--- config.mk ---
export PLATFORM = sky130hd
export DESIGN_NAME = relay_status_output_select
export DESIGN_NICKNAME = d
export VERILOG_FILES = /design/src/design/hyst_cmp.v /design/src/design/relay_status_output_select.v
export VERILOG_INCLUDE_DIRS = /design/src /design/src/design
export SDC_FILE = /design/constraint.sdc
export NUM_CORES = 1
export LEC_CHECK = 0
export ABC_AREA = 1
export BUFFER_PORTS_ARGS = -buffer_cell sky130_fd_sc_hd__buf_2
export CAP_MARGIN = 20
export CORE_UTILIZATION = 53
export CTS_CLUSTER_SIZE = 8
export DETAILED_ROUTE_END_ITERATION = 12
export GPL_TIMING_DRIVEN = 0
export PLACE_DENSITY = 0.91
export REMOVE_ABC_BUFFERS = 1
export SETUP_SLACK_MARGIN = 0.1
export SLEW_MARGIN = 20
export SYNTH_ARGS = -nofsm -noshare
export SYNTH_HDL_FRONTEND = slang
export SYNTH_SLANG_ARGS = --single-unit
--- constraint.sdc ---
create_clock -name clk -period 2.16 [get_ports clk]
set_input_delay 0.324 -clock clk [delete_from_list [all_inputs] [get_ports clk]]
set_output_delay 0.324 -clock clk [all_outputs]
set_load 0.01 [all_outputs]
--- src/design/relay_sel_map.vh ---
// Constants for the relay status output selector
// Summary of operation
// - Setting 0: relay active while drive enabled and running.
// - Setting 1: relay active while powered and no fault exists.
// - Limit settings: set above upper threshold, clear below lower threshold.
// - Function select picks one condition; active closes NO, opens NC.
// - Setting 2: relay active while output frequency equals set-point.
// - Setting 3: relay active while output frequency above zero.
// - Setting 4: speed above limit, with shared hysteresis thresholds.
// - Setting 5: current above limit, with shared hysteresis thresholds.
// - Setting 6: torque above limit, with shared thresholds.
// - Setting 7: second analog input above limit.
// - Setting 8 reserved: relay held inactive.
// - Setting 9: relay active while emergency override mode runs.
// - Setting 10: relay active once maintenance timer expired.
// - Setting 11: relay active in auto mode while no trip is present.
// - Setting 12: relay active while drive is tripped.
// - Setting 13: relay active when both hardware enables present.
// - Setting 14: PID error above limit, with shared thresholds.
// - Setting 15: relay active when load monitoring flags high load.
// - Upper threshold ranges lower threshold to 200 percent, default 100.
// - Lower threshold ranges zero to upper threshold, default 0.
// - One threshold pair serves analog output and relay selectors.
`ifndef RELAY_SEL_MAP_VH
`define RELAY_SEL_MAP_VH
`define FN_RUNNING 4'h0
`define FN_HEALTHY 4'h1
`define FN_AT_SPEED 4'h2
`define FN_FREQ_NZ 4'h3
`define FN_FREQ_LIM 4'h4
`define FN_CURR_LIM 4'h5
`define FN_TORQ_LIM 4'h6
`define FN_AIN2_LIM 4'h7
`define FN_RESERVED 4'h8
`define FN_OVERRIDE 4'h9
`define FN_MAINT 4'hA
`define FN_AVAILABLE 4'hB
`define FN_TRIPPED 4'hC
`define FN_HW_ENABLE 4'hD
`define FN_PID_LIM 4'hE
`define FN_HIGH_LOAD 4'hF
`define FN_RESET 4'h1
`define THR_W 11
`define THR_MAX 11'h7D0
`define UPPER_RESET 11'h3E8
`define LOWER_RESET 11'h000
`endif

--- src/design/hyst_cmp.v ---
// Hysteresis comparator of one quantity against a threshold pair
`include "relay_sel_map.vh"
module hyst_cmp #(
	parameter W = `THR_W
) (
	// Clock and reset
	input wire clk,
	input wire nrst,
	// Quantity and thresholds
	input wire [W-1:0] value,
	input wire [W-1:0] upper,
	input wire [W-1:0] lower,
	// Held comparison
	output reg above
);
	always @(posedge clk) begin
		if (!nrst) begin
			above <= 1'b0;
		end else if (value > upper) begin
			above <= 1'b1;
		end else if (value < lower) begin
			above <= 1'b0;
		end
	end
endmodule

--- src/design/relay_status_output_select.v ---
// Relay status output selector with shared hysteresis thresholds
`include "relay_sel_map.vh"
module relay_status_output_select #(
	parameter W = `THR_W
) (
	// Clock and reset
	input wire clk,
	input wire nrst,
	// Configuration
	input wire [3:0] relay_function_select,
	input wire [W-1:0] upper_threshold,
	input wire [W-1:0] lower_threshold,
	// Drive status
	input wire drive_running,
	input wire power_present,
	input wire fault_present,
	input wire at_target_freq,
	input wire freq_nonzero,
	input wire override_active,
	input wire maint_expired,
	input wire auto_mode,
	input wire trip_present,
	input wire tripped_state,
	input wire [1:0] hardware_enable_inputs,
	input wire load_mon_enabled,
	input wire high_load,
	// Scaled quantities, tenths of a percent
	input wire [W-1:0] speed_pct,
	input wire [W-1:0] current_pct,
	input wire [W-1:0] torque_pct,
	input wire [W-1:0] ain2_pct,
	input wire [W-1:0] pid_error_pct,
	// Thresholds as applied, shared with analog output
	output reg [W-1:0] upper_eff,
	output reg [W-1:0] lower_eff,
	// Relay contacts
	output reg first_relay_output,
	output wire relay_no_closed,
	output wire relay_nc_closed
);
	reg [W-1:0] up_d;
	reg [W-1:0] lo_d;
	reg sel_d;
	wire [4:0] lim;
	wire [W*5-1:0] qty;

	// Threshold clamping to legal ranges
	always @* begin
		up_d = upper_threshold;
		if (up_d > `THR_MAX) begin
			up_d = `THR_MAX;
		end
		lo_d = lower_threshold;
		if (lo_d > up_d) begin
			lo_d = up_d;
		end
	end

	always @(posedge clk) begin
		if (!nrst) begin
			upper_eff <= `UPPER_RESET;
			lower_eff <= `LOWER_RESET;
		end else begin
			upper_eff <= up_d;
			lower_eff <= lo_d;
		end
	end

	assign qty = {pid_error_pct, ain2_pct, torque_pct, current_pct,
		speed_pct};

	// One comparator per limit quantity
	genvar i;
	generate
		for (i = 0; i < 5; i = i + 1) begin : g_cmp
			hyst_cmp #(.W(W)) u_cmp (
				.clk(clk),
				.nrst(nrst),
				.value(qty[i*W +: W]),
				.upper(upper_eff),
				.lower(lower_eff),
				.above(lim[i])
			);
		end
	endgenerate

	// Function selection
	always @* begin
		case (relay_function_select)
		`FN_RUNNING: sel_d = drive_running;
		`FN_HEALTHY: sel_d = power_present & ~fault_present;
		`FN_AT_SPEED: sel_d = at_target_freq;
		`FN_FREQ_NZ: sel_d = freq_nonzero;
		`FN_FREQ_LIM: sel_d = lim[0];
		`FN_CURR_LIM: sel_d = lim[1];
		`FN_TORQ_LIM: sel_d = lim[2];
		`FN_AIN2_LIM: sel_d = lim[3];
		`FN_RESERVED: sel_d = 1'b0;
		`FN_OVERRIDE: sel_d = override_active;
		`FN_MAINT: sel_d = maint_expired;
		`FN_AVAILABLE: sel_d = auto_mode & ~trip_present;
		`FN_TRIPPED: sel_d = tripped_state;
		`FN_HW_ENABLE: sel_d = &hardware_enable_inputs;
		`FN_PID_LIM: sel_d = lim[4];
		`FN_HIGH_LOAD: sel_d = load_mon_enabled & high_load;
		default: sel_d = 1'b0;
		endcase
	end

	always @(posedge clk) begin
		if (!nrst) begin
			first_relay_output <= 1'b0;
		end else begin
			first_relay_output <= sel_d;
		end
	end

	assign relay_no_closed = first_relay_output;
	assign relay_nc_closed = ~first_relay_output;
endmodule

==> results.cfg <==
[run_status]
status = finished, final reports clean

[pwr]
vdd_drop_max_uv = 296
power.share.combinational_pct = 51.6
power_leakage_uw = 0.00280
report.power.total_uw = 1900
power.density_nw_per_um2 = 396
p_seq_share_pct = 31.1
swShare_pct = 40.7
internal_power_uw = 1120
p_sw_uw = 772
clock_power_share_pct = 17.2

[floorplanning]
core_area_sq_um = 6940
die-area_sq_um = 7730
io_pins = 122
initial_core_util_pct = 56.4
die_y_um = 87.9
rows = 30
die_x_um = 87.9

[timing]
tightest_slew_ps = 567
fin_crit_sh_pct = 93.6
finalHoldViolCount = 0
max_freq_mhz = 495
slew_violations = 0
fin_skew_ps = 8.28
rsz0062_at_grt = no
setup_viol = 0
max_slew_margin_pct = 62.1
layout_min_cycle_time_ps = 2020

[final_layout]
finalNetCount = 918
fillers = 611
diodes = 0
multi_input_area_sq_um = 3170
area_growth_pct = 22.4
seq_area_sq_um = 561
final_core_util_pct = 69.0
drive_above_1_share_pct = 21.2

[routing]
drc = 0
viasPerCell = 5.51
wirelength_um = 11400
drtIter0Drc = 169
via_count = 4406
dr.max_layer_used = met4
drt-pass1-iter-count = 5
wl_met3_um = 755
route.met2.wl_um = 5740
met1_length_um = 4490
detail-route-antenna-nets = 0
wl_per_cell_um = 14.2

[clock_network]
cts_root_buf = clkbuf_8
cts.sinks = 28
cts_tree = done
cts_inserted_buffers = 3
cts_max_level = 1
path_clk_slew_ps = 100
clkLatencyLatePin_ps = 280
clockBufferDepth = 2

[critical_path]
end_kind = flip-flop
cp_data_arrival_time_ps = 2200
critPathKind = input pin to flip-flop
start_kind = input pin
crit_fanout = 6
cp.required_ps = 2330
crit_top_cell = nand2_1
cp_slowest_stage_delay_ps = 340
crit_slowest_cell = ha_2
crit_chain = buf_2, nand3_2, nor3_4, nand2_4, nand2_1, ha_2, nand3b_1, nand2_1, nand2_4, nand3_4, nand2_4, nand2_1, nand2_1, nor2_1

[synthesis]
synthTopCellsByCount = nand2_1, ha_1, inv_1, a21oi_1, nor2_1
yosysSeqAreaShare_pct = 14.3
ys_seq_elements = 28
synth_top_area_share_pct = 37.1
synth_flop_cell = dfxtp_1
avgSynthCellArea_sq_um = 6.75
yosys_warnings = 0
synthTopCellsByArea = ha_1, nand2_1, dfxtp_1, a21oi_1, inv_1
syn-instance-count = 580
async_reset_ff_share_pct = 0
synth_top_area_cell = ha_1
ys_types = 23
syn_area_sq_um = 3910
yosysMostFrequentCell = nand2_1
synth_edf_count = 0

[grt]
grt_pass1_wl_um = 17100
grt_pass1_vias = 4157
antenna_found_initial = 0
gr-total-overflow = 0
grt_usage_pct = 27.8
grt_max_degree = 20

[hold_path]
hp-class = input pin to flip-flop

[placement]
io_buffers = 121
gp_congestion = 0.923
place_hpwl_um = 9200

[flow_run]
maxCapViolCount = 0
[layout make-up]
type / instances / share of cell area, %
Sequential cell: 28 / 11.7
Timing Repair Buffer: 122 / 12.8
Inverter: 73 / 5.72
Clock buffer: 4 / 1.15
Tap cell: 96 / 2.51
Multi-Input combinational cell: 477 / 66.1
[timing repair]
item                       4_1_cts  5_1_grt
setup buffers                    0        1
hold buffers                     0        0
gates resized for setup          0       23
setup endpoints to repair        0       11
[flip-flops by register name, indices dropped and copies added, names as in the netlist]
name,flops
lower_eff,11
upper_eff,11
g_cmp.u_cmp.above,5
first_relay_output,1
[final timing paths]
path / to / from / cells past startpoint / slack, ps
worst min register to register: g_cmp[2].u_cmp.above / g_cmp[2].u_cmp.above / 2 / 490
worst min-delay path: upper_eff[10] / upper_threshold[10] / 3 / 280
worst max-delay path: lower_eff[6] / upper_threshold[10] / 14 / 140
worst max register to register: g_cmp[4].u_cmp.above / lower_eff[8] / 10 / 550
[layout by cell type, fill, tap and decap left out, drive strengths merged]
cell	count
nand2	178
buf	122
ha	116
inv	72
nor2	56
a21oi	56
nand3	42
dfxtp	28
nand4	9
o21a	7
a21o	4
o21ai	4
clkbuf	4
nand3b	2
and2	2
nor3	1
clkinv	1
[per-layer routing]
| layer | global-route usage [%] | vias up |
|---|---|---|
| met1 | 30.6 | 1996 |
| li1 | - | 2178 |
| met4 | 11.8 | 0 |
| met2 | 52.9 | 189 |
| met3 | 3.77 | 43 |
| met5 | 0 | - |
[per-stage QoR]
stage	area, sq um	TNS, ps	cells	hold slack, ps	setup slack (ps)
after detailed placement	4600	-1270	792	476	-186
after CTS	4650	0	796	274	102
final	4790	0	800	281	139
after global placement	4600	-338	792	474	-101
after floorplan	3870	0	575	393	227
after global routing	4790	0	800	285	22.6
[power by group through the flow]
stage               combinational (uW)  clock (uW)  sequential [uW]
floorplan                          575           0              611
global placement                   851           0              601
detailed placement                 912           0              601
CTS                                923         323              589
global route                      1110         345              595
finish                             979         327              590
[cells by family after synthesis]
| logic type | count (synthesis) | share of synthesized area [%] |
|---|---|---|
| and+or+nand+nor | 287 | 30.7 |
| adders and majority gates | 116 | 37.1 |
| buffers and inverters | 78 | 8.02 |
| AOI/OAI and AO/OA | 71 | 9.88 |
| DFF | 28 | 14.3 |
[worst max-delay path, delay by kind of cell]
kind                       cells  cell delay (ps)
buffers and inverters          1              110
adders and majority gates      1              340
and+or+nand+nor               12             1420
Note: power is estimated with default switching activity, not from simulation.
